## src/include/amc_pkg.sv

```systemverilog
// constants shared by the main counter block and its testbench
// assumes a 32-bit axi4-lite master; every register is one aligned word, byte address = index * 4
package amc_pkg;

  // ****************************************************************
  // address map, register indexes
  // ****************************************************************
  localparam int unsigned ADDR_W          = 18;
  localparam int unsigned IDX_W           = 16;
  localparam logic [15:0] IDX_MODE        = 16'h00D1;
  localparam logic [15:0] IDX_COUNT_LOW   = 16'h00D9;
  localparam logic [15:0] IDX_FLAGS       = 16'h00E1;
  localparam logic [15:0] IDX_COUNT_HIGH  = 16'h00E9;
  localparam logic [15:0] IDX_SNAP_LOW    = 16'h00F2;
  localparam logic [15:0] IDX_SNAP_HIGH   = 16'h00F3;
  localparam logic [15:0] IDX_PRESCALE    = 16'hA0A5;
  localparam logic [15:0] IDX_RELOAD_LOW  = 16'hA0A6;
  localparam logic [15:0] IDX_RELOAD_HIGH = 16'hA0A7;
  localparam logic [15:0] IDX_IRQ_STATUS  = 16'hA0B0;
  localparam logic [15:0] IDX_IRQ_MASK    = 16'hA0B1;

  // ****************************************************************
  // counter_mode_control fields
  // ****************************************************************
  localparam int unsigned MODE_IDLE_STOP   = 7;
  localparam int unsigned MODE_RELOAD_EN   = 6;
  localparam int unsigned MODE_BYTE_WIDTH  = 5;
  localparam int unsigned MODE_BYTE_OVF    = 4;
  localparam int unsigned MODE_CNT_EN      = 3;
  localparam int unsigned MODE_OVF_IRQ_EN  = 2;
  localparam int unsigned MODE_CMP_IRQ_EN  = 1;
  localparam int unsigned MODE_CMP_SNAP_EN = 0;

  // ****************************************************************
  // counter_flags and interrupt status fields
  // ****************************************************************
  localparam int unsigned FLAG_OVF      = 7;
  localparam int unsigned FLAG_CMP      = 6;
  localparam int unsigned CHANNEL_COUNT = 6;
  localparam int unsigned IRQ_OVF       = 0;
  localparam int unsigned IRQ_CMP       = 1;

  // ****************************************************************
  // reset values and bus answers
  // ****************************************************************
  localparam logic [7:0]  RST_BYTE    = 8'h00;
  localparam logic [15:0] RST_WORD    = 16'h0000;
  localparam logic [1:0]  RST_IRQ     = 2'h0;
  localparam logic [1:0]  RESP_OKAY   = 2'h0;
  localparam logic [1:0]  RESP_SLVERR = 2'h2;

endpackage

```

## src/logic/amc_prescaler.sv

```systemverilog
// clock prescaler: one tick every (divide + 1) system clocks while run is high
// assumes divide and run come from logic on the same clock
`timescale 1ns/1ps

module amc_prescaler #(
  parameter int unsigned DIV_W = 8
) (
  // clock and reset
  input  wire logic             aclk,
  input  wire logic             aresetn,
  // control
  input  wire logic             run,
  input  wire logic [DIV_W-1:0] divide,
  // count enable out
  output logic                  tick
);

  typedef struct packed {
    logic [DIV_W-1:0] cnt;
  } amc_presc_state_s;

  amc_presc_state_s state_q;
  amc_presc_state_s state_d;

  // a zero divide gives a tick on every clock
  assign tick = run && (state_q.cnt >= divide);

  always_comb begin
    state_d = state_q;
    if (!run || tick) begin
      state_d.cnt = '0;
    end else begin
      state_d.cnt = DIV_W'(state_q.cnt + 1'b1);
    end
  end

  always_ff @(posedge aclk) begin
    if (!aresetn) begin
      state_q <= '0;
    end else begin
      state_q <= state_d;
    end
  end

endmodule

```

## src/logic/amc_top.sv

```systemverilog
// main time-base counter of the counter array, with an axi4-lite register slave
// assumes channel flag set pulses and the comparator event come from logic on aclk
//
// Function
// - The counter advances at the system clock divided by the prescale field plus one.
// - The reload-enable bit selects free-run or reload from the reload registers at each overflow.
// - An overflow raises an interrupt request only while the overflow interrupt enable is set.
// - A count equal to the compare value raises an interrupt only while the compare interrupt enable is set.
// - Compare value writes land in a holding stage, not directly in the value that is compared.
// - A software or hardware snapshot trigger copies high and low count bytes into the snapshot registers.
// - Every read of the low count byte also snapshots the full count.
// - With the comparator trigger enabled a comparator event snapshots the count, otherwise it is ignored.
// - The high count byte is a read-only register and writes to it are ignored.
// - Bits 5 to 0 of the flag register hold the six channel flags, bits 7 and 6 overflow and compare.
// - Separate 8-bit reload values exist for the high and low count bytes.
// - Snapshot addresses read the snapshot bytes and writes there load the compare value bytes.
`timescale 1ns/1ps

module amc_top #(
  parameter int unsigned ADDR_W = amc_pkg::ADDR_W
) (
  // clock and reset
  input  wire logic              aclk,
  input  wire logic              aresetn,
  // axi4-lite write address
  input  wire logic              awvalid,
  output logic                   awready,
  input  wire logic [ADDR_W-1:0] awaddr,
  input  wire logic [2:0]        awprot,
  // axi4-lite write data
  input  wire logic              wvalid,
  output logic                   wready,
  input  wire logic [31:0]       wdata,
  input  wire logic [3:0]        wstrb,
  // axi4-lite write response
  output logic                   bvalid,
  input  wire logic              bready,
  output logic [1:0]             bresp,
  // axi4-lite read address
  input  wire logic              arvalid,
  output logic                   arready,
  input  wire logic [ADDR_W-1:0] araddr,
  input  wire logic [2:0]        arprot,
  // axi4-lite read data
  output logic                   rvalid,
  input  wire logic              rready,
  output logic [31:0]            rdata,
  output logic [1:0]             rresp,
  // surrounding chip events
  input  wire logic [5:0]        channel_flag_set,
  input  wire logic              comparator_event,
  input  wire logic              cpu_idle,
  // time base to the channels and interrupt
  output logic [15:0]            count_value,
  output logic                   irq
);

  // ****************************************************************
  // state
  // ****************************************************************
  typedef struct packed {
    logic        aw_held;
    logic [15:0] aw_idx;
    logic        aw_ok;
    logic        w_held;
    logic [7:0]  w_byte;
    logic        w_lane0;
    logic        bvalid;
    logic [1:0]  bresp;
    logic        rvalid;
    logic [7:0]  rdata;
    logic [1:0]  rresp;
    logic [7:0]  mode;
    logic [7:0]  prescale;
    logic [7:0]  flags;
    logic [15:0] count;
    logic [7:0]  reload_low;
    logic [7:0]  reload_high;
    logic [15:0] snap;
    logic [15:0] cmp_hold;
    logic [15:0] cmp_active;
    logic [1:0]  irq_status;
    logic [1:0]  irq_mask;
  } amc_top_state_s;

  amc_top_state_s state_q;
  amc_top_state_s state_d;
  logic           tick;
  logic           run;

  // ****************************************************************
  // address decode
  // ****************************************************************
  function automatic logic [15:0] amc_index(input logic [ADDR_W-1:0] addr);
    amc_index = 16'(addr[ADDR_W-1:2]);
  endfunction

  function automatic logic amc_mapped(input logic [ADDR_W-1:0] addr);
    logic [15:0] idx;
    idx = amc_index(addr);
    amc_mapped = 1'b0;
    if (addr[1:0] == 2'h0) begin
      case (idx)
        amc_pkg::IDX_MODE,
        amc_pkg::IDX_COUNT_LOW,
        amc_pkg::IDX_FLAGS,
        amc_pkg::IDX_COUNT_HIGH,
        amc_pkg::IDX_SNAP_LOW,
        amc_pkg::IDX_SNAP_HIGH,
        amc_pkg::IDX_PRESCALE,
        amc_pkg::IDX_RELOAD_LOW,
        amc_pkg::IDX_RELOAD_HIGH,
        amc_pkg::IDX_IRQ_STATUS,
        amc_pkg::IDX_IRQ_MASK: begin
          amc_mapped = 1'b1;
        end
        default: begin
          amc_mapped = 1'b0;
        end
      endcase
    end
  endfunction

  // ****************************************************************
  // prescaler
  // ****************************************************************
  // idle stop only bites when software asked for it
  assign run = state_q.mode[amc_pkg::MODE_CNT_EN] &&
               !(state_q.mode[amc_pkg::MODE_IDLE_STOP] && cpu_idle);

  amc_prescaler #(
    .DIV_W (8)
  ) u_prescaler (
    .aclk    (aclk),
    .aresetn (aresetn),
    .run     (run),
    .divide  (state_q.prescale),
    .tick    (tick)
  );

  // ****************************************************************
  // outputs
  // ****************************************************************
  assign awready     = !state_q.aw_held && !state_q.bvalid;
  assign wready      = !state_q.w_held && !state_q.bvalid;
  assign bvalid      = state_q.bvalid;
  assign bresp       = state_q.bresp;
  assign arready     = !state_q.rvalid;
  assign rvalid      = state_q.rvalid;
  assign rdata       = {24'h000000, state_q.rdata};
  assign rresp       = state_q.rresp;
  assign count_value = state_q.count;
  assign irq         = |(state_q.irq_status & state_q.irq_mask);

  // ****************************************************************
  // next state
  // ****************************************************************
  always_comb begin
    logic        do_write;
    logic        rd_take;
    logic [15:0] rd_idx;
    logic [7:0]  flag_clr;
    logic [1:0]  irq_clr;
    logic        snap_now;
    logic        ovf_evt;
    logic        cmp_evt;
    logic        low_wrap;
    logic        full_wrap;
    logic [15:0] next_count;

    do_write   = 1'b0;
    rd_take    = 1'b0;
    rd_idx     = 16'h0000;
    flag_clr   = 8'h00;
    irq_clr    = 2'h0;
    snap_now   = 1'b0;
    ovf_evt    = 1'b0;
    cmp_evt    = 1'b0;
    low_wrap   = 1'b0;
    full_wrap  = 1'b0;
    next_count = state_q.count;
    state_d    = state_q;

    // write channels taken in either order, applied once both are held
    if (awvalid && awready) begin
      state_d.aw_held = 1'b1;
      state_d.aw_idx  = amc_index(awaddr);
      state_d.aw_ok   = amc_mapped(awaddr);
    end
    if (wvalid && wready) begin
      state_d.w_held  = 1'b1;
      state_d.w_byte  = wdata[7:0];
      state_d.w_lane0 = wstrb[0];
    end
    if (state_q.bvalid && bready) begin
      state_d.bvalid = 1'b0;
    end
    do_write = state_q.aw_held && state_q.w_held && !state_q.bvalid;
    if (do_write) begin
      state_d.aw_held = 1'b0;
      state_d.w_held  = 1'b0;
      state_d.bvalid  = 1'b1;
      state_d.bresp   = state_q.aw_ok ? amc_pkg::RESP_OKAY : amc_pkg::RESP_SLVERR;
      if (state_q.aw_ok && state_q.w_lane0) begin
        case (state_q.aw_idx)
          amc_pkg::IDX_MODE: begin
            state_d.mode = state_q.w_byte;
          end
          amc_pkg::IDX_PRESCALE: begin
            state_d.prescale = state_q.w_byte;
          end
          amc_pkg::IDX_FLAGS: begin
            flag_clr = ~state_q.w_byte;
          end
          amc_pkg::IDX_RELOAD_LOW: begin
            state_d.reload_low = state_q.w_byte;
          end
          amc_pkg::IDX_RELOAD_HIGH: begin
            state_d.reload_high = state_q.w_byte;
          end
          amc_pkg::IDX_SNAP_LOW: begin
            state_d.cmp_hold[7:0] = state_q.w_byte;
          end
          amc_pkg::IDX_SNAP_HIGH: begin
            state_d.cmp_hold[15:8] = state_q.w_byte;
          end
          amc_pkg::IDX_IRQ_MASK: begin
            state_d.irq_mask = state_q.w_byte[1:0];
          end
          // count bytes and irq status take no write
          default: begin
            state_d.mode = state_d.mode;
          end
        endcase
      end
    end

    // read: data registered, side effects in the cycle of the take
    if (state_q.rvalid && rready) begin
      state_d.rvalid = 1'b0;
    end
    rd_take = arvalid && arready;
    if (rd_take) begin
      rd_idx         = amc_index(araddr);
      state_d.rvalid = 1'b1;
      state_d.rdata  = 8'h00;
      state_d.rresp  = amc_mapped(araddr) ? amc_pkg::RESP_OKAY : amc_pkg::RESP_SLVERR;
      if (amc_mapped(araddr)) begin
        case (rd_idx)
          amc_pkg::IDX_MODE: begin
            state_d.rdata = state_q.mode;
          end
          amc_pkg::IDX_COUNT_LOW: begin
            state_d.rdata = state_q.count[7:0];
            snap_now      = 1'b1;
          end
          amc_pkg::IDX_FLAGS: begin
            state_d.rdata = state_q.flags;
          end
          amc_pkg::IDX_COUNT_HIGH: begin
            state_d.rdata = state_q.count[15:8];
          end
          amc_pkg::IDX_SNAP_LOW: begin
            state_d.rdata = state_q.snap[7:0];
          end
          amc_pkg::IDX_SNAP_HIGH: begin
            state_d.rdata = state_q.snap[15:8];
          end
          amc_pkg::IDX_PRESCALE: begin
            state_d.rdata = state_q.prescale;
          end
          amc_pkg::IDX_RELOAD_LOW: begin
            state_d.rdata = state_q.reload_low;
          end
          amc_pkg::IDX_RELOAD_HIGH: begin
            state_d.rdata = state_q.reload_high;
          end
          amc_pkg::IDX_IRQ_STATUS: begin
            state_d.rdata = {6'h00, state_q.irq_status};
            irq_clr       = 2'h3;
          end
          amc_pkg::IDX_IRQ_MASK: begin
            state_d.rdata = {6'h00, state_q.irq_mask};
          end
          default: begin
            state_d.rdata = 8'h00;
          end
        endcase
      end
    end

    // counter
    if (!state_q.mode[amc_pkg::MODE_CNT_EN]) begin
      // a stopped counter shows zero and takes any new compare value at once
      state_d.count      = amc_pkg::RST_WORD;
      state_d.cmp_active = state_q.cmp_hold;
    end else if (tick) begin
      low_wrap  = (state_q.count[7:0] == 8'hFF);
      full_wrap = (state_q.count == 16'hFFFF);
      if (state_q.mode[amc_pkg::MODE_BYTE_WIDTH]) begin
        // high byte frozen, low byte wraps on its own
        ovf_evt    = low_wrap;
        next_count = {state_q.count[15:8], 8'(state_q.count[7:0] + 8'h01)};
        if (ovf_evt && state_q.mode[amc_pkg::MODE_RELOAD_EN]) begin
          next_count[7:0] = state_q.reload_low;
        end
      end else begin
        ovf_evt    = state_q.mode[amc_pkg::MODE_BYTE_OVF] ? low_wrap : full_wrap;
        next_count = 16'(state_q.count + 16'h0001);
        if (ovf_evt && state_q.mode[amc_pkg::MODE_RELOAD_EN]) begin
          // a byte overflow reloads the low byte only, so the high byte still carries
          if (state_q.mode[amc_pkg::MODE_BYTE_OVF]) begin
            next_count[7:0] = state_q.reload_low;
          end else begin
            next_count = {state_q.reload_high, state_q.reload_low};
          end
        end
      end
      state_d.count = next_count;
      cmp_evt       = (next_count == state_q.cmp_active);
      // while counting, the compare value swaps only at overflow, so a half-written pair never matches
      if (ovf_evt) begin
        state_d.cmp_active = state_q.cmp_hold;
      end
    end

    // snapshot: current count, before this cycle's increment
    if (comparator_event && state_q.mode[amc_pkg::MODE_CMP_SNAP_EN]) begin
      snap_now = 1'b1;
    end
    if (snap_now) begin
      state_d.snap = state_q.count;
    end

    // sticky bits: an event in the clearing cycle survives
    state_d.flags = (state_q.flags & ~flag_clr) |
                    {ovf_evt, cmp_evt, channel_flag_set};
    state_d.irq_status = state_q.irq_status & ~irq_clr;
    if (ovf_evt && state_q.mode[amc_pkg::MODE_OVF_IRQ_EN]) begin
      state_d.irq_status[amc_pkg::IRQ_OVF] = 1'b1;
    end
    if (cmp_evt && state_q.mode[amc_pkg::MODE_CMP_IRQ_EN]) begin
      state_d.irq_status[amc_pkg::IRQ_CMP] = 1'b1;
    end
  end

  // ****************************************************************
  // registers
  // ****************************************************************
  always_ff @(posedge aclk) begin
    if (!aresetn) begin
      state_q             <= '0;
      state_q.mode        <= amc_pkg::RST_BYTE;
      state_q.prescale    <= amc_pkg::RST_BYTE;
      state_q.flags       <= amc_pkg::RST_BYTE;
      state_q.count       <= amc_pkg::RST_WORD;
      state_q.reload_low  <= amc_pkg::RST_BYTE;
      state_q.reload_high <= amc_pkg::RST_BYTE;
      state_q.snap        <= amc_pkg::RST_WORD;
      state_q.cmp_hold    <= amc_pkg::RST_WORD;
      state_q.cmp_active  <= amc_pkg::RST_WORD;
      state_q.irq_status  <= amc_pkg::RST_IRQ;
      state_q.irq_mask    <= amc_pkg::RST_IRQ;
    end else begin
      state_q <= state_d;
    end
  end

endmodule

```

## config.mk

```make
export PLATFORM = sky130hd
export DESIGN_NAME = amc_top
export DESIGN_NICKNAME = d
export VERILOG_FILES = /design/src/include/amc_pkg.sv /design/src/logic/amc_prescaler.sv /design/src/logic/amc_top.sv
export SDC_FILE = /design/constraint.sdc
export NUM_CORES = 1
export LEC_CHECK = 0
export ABC_AREA = 1
export BUFFER_PORTS_ARGS = -buffer_cell sky130_fd_sc_hd__buf_4
export CORE_UTILIZATION = 40
export CTS_CLUSTER_DIAMETER = 60
export DETAILED_ROUTE_END_ITERATION = 16
export GPL_TIMING_DRIVEN = 1
export SLEW_MARGIN = 0
export SYNTH_ARGS = -nofsm -noshare
export SYNTH_HDL_FRONTEND = slang
export SYNTH_SLANG_ARGS = --single-unit
```

## constraint.sdc

```tcl
create_clock -name aclk -period 2.7 [get_ports aclk]
set_input_delay 0.81 -clock aclk [delete_from_list [all_inputs] [get_ports aclk]]
set_output_delay 0.81 -clock aclk [all_outputs]
set_load 0.05 [all_outputs]
```

Word-level counts from Yosys, hierarchy flattened

Index checks and enable logic that the tools add are counted.

Add/subtract/negate cells: 3
Multiply operators: 0
Divide/modulo/power cells: 0
$lt $le $gt $ge: 1
Equality and inequality tests: 35
Shift operators: 0
Multiplexer cells: 42
Bitwise logic cells: 8
Reduce and logical (&&, ||, !) cells: 43

Operator list:

| operator                | number |
|---|---|
| $eq A16 B8 Y1 const B   | 16 |
| $eq A16 B16 Y1 const B  | 15 |
| $mux W16                | 7 |
| $pmux W8 S11            | 1 |
| $mux W8                 | 6 |
| $reduce_or A11 Y1       | 2 |
| $mux W1                 | 21 |
| $reduce_and A3 Y1       | 7 |
| $logic_and A1 B1 Y1     | 18 |
| $add A16 B1 Y16 const B | 1 |
| $add A8 B1 Y8 const B   | 2 |
| $eq A16 B16 Y1          | 1 |
| $not A8 Y8              | 2 |
| $mux W11                | 1 |
| $mux W2                 | 5 |
| $and A8 B8 Y8           | 1 |
| $eq A8 B8 Y1 const B    | 1 |
| $ge A8 B8 Y1            | 1 |
| $or A8 B8 Y8            | 1 |
| $logic_not A1 Y1        | 6 |
| $reduce_or A2 Y1        | 3 |
| $and A2 B2 Y2           | 2 |
| $logic_not A2 Y1        | 2 |
| $ne A2 B1 Y1 const B    | 2 |
| 6 further kinds         | 8 |

Register bits: 158
Bits in latches: 0
Memory bits (writable): 0
Memory bits (read-only): 0
Bits of input ports: 93
Output and inout port bits: 58
Word-level logic and storage cells: 156
Memories: 0

Logic depth before layout (Yosys ltp)

Gate-level depths: netlist (run 1).

Depth after elaboration: 12
Gate-level depth with buffers: 17
Mapped depth without buffers: 17

Cells and area by module

From an unflattened synthesis (run 1), not the netlist that was laid out.

Cells, all modules: 1200
Area, all modules: 8390.5 um^2

Modules (own cells, without submodules):

| module        | times used | cells each | area each (um^2) | seq. area each (um^2) |
|---|---|---|---|---|
| amc_top       | 1          | 1122       | 7825.0           | 2962.8 |
| amc_prescaler | 1          | 78         | 565.5            | 160.2 |

Least setup slack after synthesis (run 1)

Ideal clock, no wire load.

Path kind: input port to flip-flop
Start: input port araddr[14]
End: register state_q (netlist bit rdata[6])
Library setup time: 71 ps
Arrival time: 2225 ps
Required time: 2629 ps
Path slack: 404 ps
Stages: 11
Path buffers: 1
Path through: or2_1 nor4_4 buf_2 nand2_1 inv_2 nand2_1 nand2_1 a21oi_1 nand3_1 nand2_1 a21oi_1

Cells in the longest elaborated chain, start to end: 6
Elaborated cells between the ends (all ways): 17
Classes of those cells: eq/ne: 11; mux: 5; reduce/logical: 1

Ends and longest elaborated chain:

| item                                            | line                           | text |
|---|---|---|
| from (decl)                                     | amc_top.sv:42                  | `input wire logic [ADDR_W-1:0] araddr,` |
| $eq A16 B16 Y1 or $eq A16 B8 Y1 (tied branches) | amc_top.sv:103, amc_top.sv:249 |  |
| $reduce_or A11 Y1                               | amc_top.sv:103                 | `case (idx)` |
| $mux W1                                         | amc_top.sv:103                 |  |
| $mux W1                                         | amc_top.sv:102                 | `if (addr[1:0] == 2'h0) begin` |
| $mux W1                                         | amc_top.sv:243                 | `if (rd_take) begin` |
| $mux W8 *                                       | amc_top.sv:248                 | `if (amc_mapped(araddr)) begin` |
| to (signal assigned)                            | amc_top.sv:365                 | `state_q <= state_d;` |
| to (decl)                                       | amc_top.sv:86                  | `amc_top_state_s state_q;` |

Every way passes the cells marked *; elsewhere a longest branch is shown, timed or not. The select of a mux whose other input is x is not followed.
A chain may end at the register's enable or synchronous reset.

Worst setup path after layout (run 1)

Start: register state_q (netlist bit count_value[0])
End: register state_q[3] (netlist name)

Cells in the longest elaborated chain, start to end: 12
Elaborated cells between the ends (all ways): 18
Classes of those cells: add/sub: 2; eq/ne: 3; mux: 10; reduce/logical: 3

Ends and longest elaborated chain:

| item                                                                    | line           | text |
|---|---|---|
| parallel branches: the longest is 4 deep, another holds $add A16 B1 Y16 | -              |  |
| $mux W16 *                                                              | amc_top.sv:300 | `if (state_q.mode[amc_pkg::MODE_BYTE_WIDTH]) begin` |
| $mux W16 *                                                              | amc_top.sv:297 | `end else if (tick) begin` |
| $mux W16 *                                                              | amc_top.sv:293 | `if (!state_q.mode[amc_pkg::MODE_CNT_EN]) begin` |
| $eq A16 B16 Y1 *                                                        | amc_top.sv:320 | `cmp_evt = (next_count == state_q.cmp_active);` |
| $mux W1 *                                                               | amc_top.sv:297 |  |
| $mux W1 *                                                               | amc_top.sv:293 |  |
| $logic_and A1 B1 Y1 *                                                   | amc_top.sv:342 | `if (cmp_evt && state_q.mode[amc_pkg::MODE_CMP_IRQ_EN]) begin` |
| $mux W1 *                                                               | amc_top.sv:342 |  |

Mark *: on every way between the ends. The select of a mux whose other input is x is not followed.

==> qor.csv, run 1 <==
metric;value;unit
status;finished, final reports clean;
critical path endpoint category;flip-flop;
post-synthesis cell count;1134;
CP startpoint kind;flip-flop;
max cap viols;0;
Via Count;7616;
P per Cell Area;560.5;nW/um^2
Hold Fails Final Rpt;0;
Clock Pin Slew Worst Setup and Hold Paths;0.07;ns
Buffers on Ports;91;
overall power;5335;uW
Antenna diodes;0;
Netlist cell types;45;
Top cell by count, worst path;nand3_1;
setup bufs post-CTS;0;
vias per cell;5.105;
WS Path Type;flip-flop to flip-flop;
Rel. slew slack;61.55;%
synth-to-layout area growth;18.08;%
Worst path slowest cell;dfxtp_1;
post-route setup TNS;0;ns
Initial Util;41.15;%
design area;9519;sq um
drt wl/cell;15.39;microns
slowest stage delay, CP;0.34;ns
chip width;144.0;microns
setup repair after global routing missed its margin;false;
Final Skew;0.01154;ns
nets;1317;
Routed Antenna Nets;0;
crit path max fanout;6;
R2R Setup Slk;0.22;ns
CTS buffer count;17;
CTS H-tree depth;4;
Yosys warnings;0;
DRT Pass-1 Iters;5;
Die Area;20730;sq um
Sink Count;156;
DP HPWL;17550;microns
Worst-Margin Slew;0.5761;ns
LEAKAGE;0.003913;uW
Area after DPL;8895;sq um
placed cell count;1460;
Non-Filler Instances;1492;
mapped cell area;8061;sq um
CTS tree;done;
total congestion overflow;0;
first-pass GRT wire length;35580;microns
Tmin final;2.479;ns
post-synthesis sequential area ratio;38.74;%
CP cell instances;ha_1, nand2_1, nor2_4, nand2_2, nor2_4, buf_4, nand3_4, nand3_1, nand3_1, nand3_1, nand2_1, nor2_1, nand2_1, nor2_2, nand3_1, a21oi_2;
initial antenna violation count;0;
Total GRT Usage;22.67;%
Synth Register Bits;156;
clk_lat worst skew;0.44;ns
die height;144.0;microns
FP Rows;51;
crit share post-route;91.82;%
Post-Syn Area per Cell;7.109;sq um
clock buffer depth;2;
utilization after layout;48.59;%
Max Slew Vio Count;0;
Post-CTS Hold Buffers;0;
Worst EP required;3.07;ns
CORE AREA;19590;sq um
1st-iter DRT viols;701;
critical path arrival;2.85;ns
vias in the first global route;6667;
Worst VDD drop;397.9;uV
largest net degree at the start of global routing;60;
CTS root buf;clkbuf_16;
layout cells sized above 1;15.57;%
I/O Pins;151;
gpl congestion;0.9479;
Remaining DRCs;0;
Fmax;0.4034;GHz
Final Setup Violations;0;
Min-Delay Path Class;flip-flop to flip-flop;
total wire length;22960;microns
## placed cells by master (no fill, tap or decap), drive strengths merged, types with 23 or more instances in the layout
cell type / count
buf: 128
dfxtp: 156
nor2: 117
nand2: 177
nand3: 76
o21ai: 133
a21oi: 129
nand4: 23
a211oi: 24
inv: 135
conb: 26
## routing by layer
metal  share of wire [%]  GRT usage [%]  routed length [microns]  up-vias
li1                    -              -                        -     3887
met1                  48          31.25                    11010     3486
met2                  44          35.09                    10210      216
met3                 6.1          5.565                     1395       27
met4                 1.5          5.767                      337        0
met5                   0              0                        0        -
## cell type report
| cell class | count | area [sq um] |
|---|---|---|
| Tap cell | 265 | 331.6 |
| Clock inverter | 13 | 178.9 |
| Sequential cell | 156 | 3123 |
| Timing Repair Buffer | 128 | 973.4 |
| Clock buffer | 19 | 442.9 |
| Fill cell | 2020 | 10070 |
| Inverter | 131 | 491.7 |
| Multi-Input combinational cell | 780 | 3978 |
## synthesized netlist by cell type (all sizes together)
master / n / share of area (%)
nand2: 177 / 8.5
dfxtp: 156 / 39
o21ai: 133 / 8.4
a21oi: 129 / 8.1
inv: 129 / 6.0
nor2: 117 / 5.9
nand3: 76 / 5.0
buf: 67 / 5.9
clkbuf: 25 / 1.2
a211oi: 24 / 2.2
nand4: 23 / 1.8
nor3: 14 / 0.93
xor2: 11 / 1.2
ha: 10 / 1.6
o2111ai: 7 / 0.76
nand3b: 5 / 0.47
o211ai: 5 / 0.47
nor4: 4 / 1.1
o22ai: 4 / 0.31
or2: 3 / 0.23
a31oi: 2 / 0.16
clkinv: 2 / 0.093
nor3b: 2 / 0.19
o31ai: 2 / 0.36
xnor2: 2 / 0.22
and3: 1 / 0.078
conb: 1 / 0.047
o21a: 1 / 0.093
o32a: 1 / 0.12
or4: 1 / 0.093
## through the flow
step / hold slack (ns) / setup WS (ns)
after floorplan: 0.4390 / 0.4044
after global placement: 0.4541 / -0.08516
after detailed placement: 0.4549 / -0.1398
after CTS: 0.4643 / 0.2767
after global routing: 0.4838 / 0.02415
final: 0.4649 / 0.2209
## sequential cells by signal (all words and copies together), names as in the netlist
register / cells
bresp: 1
bvalid: 1
count_value: 16
rdata: 8
rresp: 1
rvalid: 1
state_q: 120
u_prescaler.state_q: 8
## repair_timing
item / CTS / global route
setup endpoints to repair: 7 / 0
gates resized for setup: 1 / 0
hold endpoints to repair: 0 / 0
## cell families (layout without fill, tap and decap cells)
logic type                 Yosys count  in the layout  synth area share, %
and+or+nand+nor                    423            423                24.23
AOI/OAI and AO/OA                  308            308                20.91
buffers and inverters              223            291                13.11
DFF                                156            156                38.74
xor gates and xnor gates            13             13                1.412
adders and majority gates           10             10                1.552
other                                1             26              0.04652
## critical path, delay by kind of cell (launching register included)
kind	cells	cell delay (ns)
compound gates	1	0.13
flops	1	0.34
buf+inv	1	0.16
simple gates	13	1.55
fa+ha+maj	1	0.21
## report_power, final
group          total [uW]  leakage [uW]  internal [uW]  switching (uW)
sequential           2390       0.00127           2350            35.8
clock                2530      0.000295           1500            1030
combinational         414       0.00235            124             291
## final timing paths
path,start,endpoint,cells past startpoint
worst min register to register,state_q[102]$_SDFFE_PN0P_,state_q[2]$_SDFF_PN0_,2
worst min-delay path,state_q[102]$_SDFFE_PN0P_,state_q[2]$_SDFF_PN0_,2
worst max register to register,count_value[0]$_SDFFE_PN0N_,state_q[3]$_SDFF_PN0_,16
worst max-delay path,count_value[0]$_SDFFE_PN0N_,state_q[3]$_SDFF_PN0_,16
Note: power is estimated with default switching activity, not from simulation.
==> run 2: changes to the inputs <==
clock period = 2.1 ns   (was 2.7 ns; I/O delays follow)
==> qor.csv, run 2 (synthesis results as in run 1) <==
metric;value;unit
Worst-Margin Slew;0.5658;ns
overall power;6743;uW
P per Cell Area;637.5;nW/um^2
CTS root buf;clkbuf_16;
hold path startpoint;channel_flag_set[0];
CP startpoint kind;flip-flop;
slowest stage delay, CP;0.38;ns
chip width;144.0;microns
Rel. slew slack;62.24;%
FP Rows;51;
combinational power share;8.2;%
clock buffer depth;2;
Hold Fails Final Rpt;0;
Routed Antenna Nets;0;
drt wl/cell;15.50;microns
R2R Setup Slk;-0.1;ns
Fmax;0.4555;GHz
crit path max fanout;5;
Tmin final;2.195;ns
synth-to-layout area growth;31.21;%
R2R Path Start;count_value[4]$_SDFFE_PN0N_;
CTS tree;done;
Worst path slowest cell;dfxtp_1;
setup slack after layout;-0.09527;ns
Sink Count;156;
dpl ws;-0.3424;ns
Worst VDD drop;513.5;uV
placed cell count;1533;
switching power;1766;uW
initial antenna violation count;0;
clk_lat worst skew;0.44;ns
Buffers on Ports;91;
Largest register FFs;120;
CORE AREA;19590;sq um
most frequent cells in the layout;buf_4, nand2_1, dfxtp_1;
DP HPWL;18380;microns
Clock Pin Slew Worst Setup and Hold Paths;0.07;ns
Remaining DRCs;0;
Hold EP;state_q[84]$_SDFF_PN0_;
CTS H-tree depth;4;
Non-Filler Instances;1587;
clock network power share;46.2;%
switching part of the total;26.18;%
vias per cell;5.074;
CP cell instances;nand2_1, nor2_4, nand2_2, nor2_4, buf_12, nand3_4, nand3_2, nand3_2, nand3_2, nand2_1, nor2_1, nand2_2, nor2_4, nand3_2, a21oi_2;
CTS buffer count;17;
1st-iter DRT viols;690;
Min-Delay Path Class;primary input to flip-flop;
most common cell after layout, fill and taps aside;buf_4;
Post-CTS Hold Buffers;0;
total congestion overflow;0;
Worst EP required;2.47;ns
largest net degree at the start of global routing;40;
die height;144.0;microns
crit share post-route;104.5;%
max cap viols;0;
Final Setup Violations;18;
gpl congestion;0.9355;
setup repair after global routing missed its margin;true;
layout cells sized above 1;25.87;%
status;finished with violations;
Max Slew Vio Count;0;
Power Internal;4977;uW
I/O Pins;151;
failing checks;setup timing;
vias in the first global route;7072;
Seq pwr share;45.6;%
Area after DPL;9460;sq um
nets;1412;
Final Skew;0.01250;ns
Reg-to-Reg End;state_q[3]$_SDFF_PN0_;
WS Path Type;flip-flop to flip-flop;
critical path endpoint category;flip-flop;
Initial Util;41.15;%
critical path arrival;2.57;ns
DRT Pass-1 Iters;5;
Die Area;20730;sq um
design area;10580;sq um
total wire length;24590;microns
first-pass GRT wire length;36970;microns
Top cell by count, worst path;nand3_2;
Antenna diodes;0;
LEAKAGE;0.004460;uW
hold path depth;3;
r2r worst-path depth;15;
Biggest register;state_q;
Via Count;8053;
Total GRT Usage;23.46;%
-- run 2: cell types whose count changed in the layout (fill, tap and decap cells not counted), moves of 11 or more --
cell,before,now
buf_6,0,11
nand3_1,74,63
o21ai_0,129,104
buf_4,127,206
o21ai_1,2,24
nand2_1,171,158
-- run 2: area by class of cell --
class	instances	area, sq um
Fill cell	1903	9012
Multi-Input combinational cell	781	4252
Sequential cell	156	3129
Timing Repair Buffer	222	1780
Inverter	131	496.7
Clock buffer	18	429.2
Tap cell	265	331.6
Clock inverter	14	158.9
-- run 2: stage by stage --
step	setup TNS, ns	utilization, %	hold WS [ns]
final	-0.6010	54.00	0.4369
after global routing	-1.195	54.00	0.4360
after CTS	-0.2132	52.00	0.4307
after detailed placement	-8.654	48.29	0.4519
after global placement	-7.443	48.29	0.4477
after floorplan	-0.03709	-	0.4390
-- run 2: timing repair --
item | CTS | global route
pin swaps | 10 | 49
endpoints found under the setup margin | 19 | 68
setup buffers | 4 | 12
cloned | 2 | 5
gates resized for setup | 25 | 85
-- run 2: critical path, delay by kind of cell, from the launching register on --
| family | cells | cell delay [ns] |
|---|---|---|
| and+or+nand+nor | 13 | 1.49 |
| AOI/OAI and AO/OA | 1 | 0.12 |
| DFF | 1 | 0.38 |
| buffers and inverters | 1 | 0.14 |
-- run 2: power by group through the flow --
stage | clock network [uW] | registers, uW | logic [uW]
after detailed placement | 0 | 3140 | 548
after floorplan | 0 | 3130 | 389
after CTS | 3140 | 3070 | 550
final | 3110 | 3070 | 556
after global placement | 0 | 3140 | 542
after global routing | 3280 | 3080 | 614
-- run 2: routing by layer --
metal	track usage (%)	wire length [microns]	part of all wire, %
met1	32.70	11330	46
met2	37.38	11340	46
met3	3.399	1520	6.2
met4	6.551	406	1.7
met5	0	0	0
-- run 2: worst max path at each step --
stage,startpoint,to,slack (ns),cells past startpoint
2_1_floorplan,araddr[14],rdata[6]$_SDFFE_PN0P_,-0.02,11
3_3_place_gp,araddr[14],rdata[7]$_SDFFE_PN0P_,-0.29,9
3_5_place_dp,araddr[14],rdata[6]$_SDFFE_PN0P_,-0.34,12
4_1_cts,count_value[0]$_SDFFE_PN0N_,state_q[3]$_SDFF_PN0_,-0.12,17
5_1_grt,count_value[4]$_SDFFE_PN0N_,state_q[3]$_SDFF_PN0_,-0.21,15
6_report,count_value[4]$_SDFFE_PN0N_,state_q[3]$_SDFF_PN0_,-0.1,15
==> run 3: changes to the inputs <==
CELL_PAD_IN_SITES_DETAIL_PLACEMENT = 1   (was not set)
CELL_PAD_IN_SITES_GLOBAL_PLACEMENT = 2   (was not set)
CORE_UTILIZATION = 29   (was 40)
CTS_BUF_LIST = sky130_fd_sc_hd__clkbuf_8   (was not set)
PLACE_DENSITY_LB_ADDON = 0.1   (was not set)
==> qor.csv, run 3 (synthesis results as in run 1) <==
metric;value;unit
CTS tree;done;
clk_lat worst skew;0.48;ns
gpl congestion;0.8183;
Clock Pin Slew Worst Setup and Hold Paths;0.10;ns
first-pass GRT wire length;45070;microns
WS Path Type;flip-flop to flip-flop;
Fmax;0.4534;GHz
CP startpoint kind;flip-flop;
initial antenna violation count;0;
nets;1431;
failing checks;setup timing;
chip width;168.7;microns
most common cell after layout, fill and taps aside;buf_4;
Worst VDD drop;306.1;uV
drt wl/cell;16.90;microns
critical path endpoint category;flip-flop;
CTS H-tree depth;4;
clock buffer depth;2;
DRT Pass-1 Iters;7;
Final Setup Violations;10;
Rel. slew slack;64.25;%
DP HPWL;22500;microns
Remaining DRCs;0;
Sink Count;156;
total congestion overflow;0;
Final Skew;0.02300;ns
critical path arrival;2.62;ns
vias per cell;4.739;
Post-CTS Hold Buffers;0;
Total GRT Usage;20.75;%
overall power;6014;uW
Worst-Margin Slew;0.5356;ns
Die Area;28470;sq um
crit path max fanout;6;
largest net degree at the start of global routing;35;
synth-to-layout area growth;34.22;%
crit share post-route;105.0;%
layout cells sized above 1;29.23;%
setup slack after layout;-0.1057;ns
dpl ws;-0.5435;ns
CTS root buf;clkbuf_8;
Tmin final;2.206;ns
Routed Antenna Nets;0;
most frequent cells in the layout;buf_4, nand2_1, dfxtp_1;
Worst EP required;2.51;ns
Via Count;8118;
max cap viols;0;
Min-Delay Path Class;primary input to flip-flop;
die height;168.7;microns
1st-iter DRT viols;352;
Initial Util;29.75;%
FP Rows;60;
status;finished with violations;
Largest register FFs;120;
vias in the first global route;8016;
Buffers on Ports;91;
Max Slew Vio Count;0;
CTS buffer count;17;
P per Cell Area;555.8;nW/um^2
total wire length;28950;microns
CORE AREA;27100;sq um
setup repair after global routing missed its margin;true;
utilization after layout;39.93;%
Hold Fails Final Rpt;0;
Antenna diodes;0;
I/O Pins;151;
Biggest register;state_q;
LEAKAGE;0.004516;uW
[run 3: cell types whose count changed in the layout (fill, tap and decap cells not counted), sizes merged]
| cell | previous run | this run |
|---|---|---|
| buf | 220 | 241 |
| inv | 134 | 138 |
| clkbuf | 20 | 18 |
| clkinv | 6 | 4 |
| bufinv | 2 | 1 |
| clkinvlp | 3 | 2 |
[run 3: report_power, final]
group	switching [uW]	internal, uW	total [uW]	leakage [uW]
clock network	1350	1020	2370	0.000209
registers	47.2	3020	3070	0.00127
logic	394	178	572	0.00303
total	1790	4220	6010	0.00452
[run 3: cell type report]
cell class	instances	area (sq um)
multi-input cells	781	4342
inverters	131	501.7
flip-flops and latches	156	3141
repair buffers	241	1976
well taps	372	465.4
clock inverters	14	147.6
fillers	3332	16280
clock buffers	18	247.7
[run 3: final timing paths]
| check | startpoint | to | slack [ns] | cells past startpoint |
|---|---|---|---|---|
| setup / recovery | count_value[0]$_SDFFE_PN0N_ | state_q[3]$_SDFF_PN0_ | -0.11 | 15 |
| setup reg to reg | count_value[0]$_SDFFE_PN0N_ | state_q[3]$_SDFF_PN0_ | -0.11 | 15 |
| hold / removal | channel_flag_set[1] | state_q[85]$_SDFF_PN0_ | 0.40 | 3 |
| hold reg to reg | state_q[101]$_SDFFE_PN0P_ | state_q[3]$_SDFF_PN0_ | 0.47 | 2 |
[run 3: repair_timing]
| item | in CTS | in global routing |
|---|---|---|
| endpoints found under the setup margin | 31 | 78 |
| pin swaps | 37 | 35 |
| setup buffers | 10 | 9 |
| resized for setup | 70 | 69 |
| cloned | 1 | 0 |
[run 3: worst max-delay path, cell delays in order (launching register included)]
cell and delay, ns:
dfxtp_2 0.37, ha_4 0.16, nand2_4 0.05, nor2_4 0.13
nand2_2 0.09, nor2_4 0.23, nand2_4 0.14, nand2_8 0.11
nand2_1 0.06, nand2_1 0.16, xor2_1 0.09, nor2_1 0.10
nand3_1 0.11, nor2_4 0.14, nand3_2 0.09, a21oi_2 0.10
[run 3: metrics by stage]
| step | hold WS, ns | setup TNS, ns | instance area (sq um) | cells |
|---|---|---|---|---|
| 5_1_grt | 0.3596 | -2.672 | 10820 | 1713 |
| 2_1_floorplan | 0.4390 | -0.03709 | 8163 | 1159 |
| 3_3_place_gp | 0.4519 | -7.982 | 9867 | 1663 |
| 4_1_cts | 0.3694 | -0.3770 | 10580 | 1706 |
| 3_5_place_dp | 0.4594 | -11.23 | 9867 | 1663 |
| 6_report | 0.3992 | -0.5985 | 10820 | 1713 |
[run 3: routing by layer]
metal / vias to the layer above / part of all wire, % / global-route usage (%)
met5: - / 0 / 0
met2: 123 / 47 / 33.83
met1: 3846 / 48 / 28.01
li1: 4121 / - / -
met3: 28 / 3.0 / 3.764
met4: 0 / 1.8 / 5.573
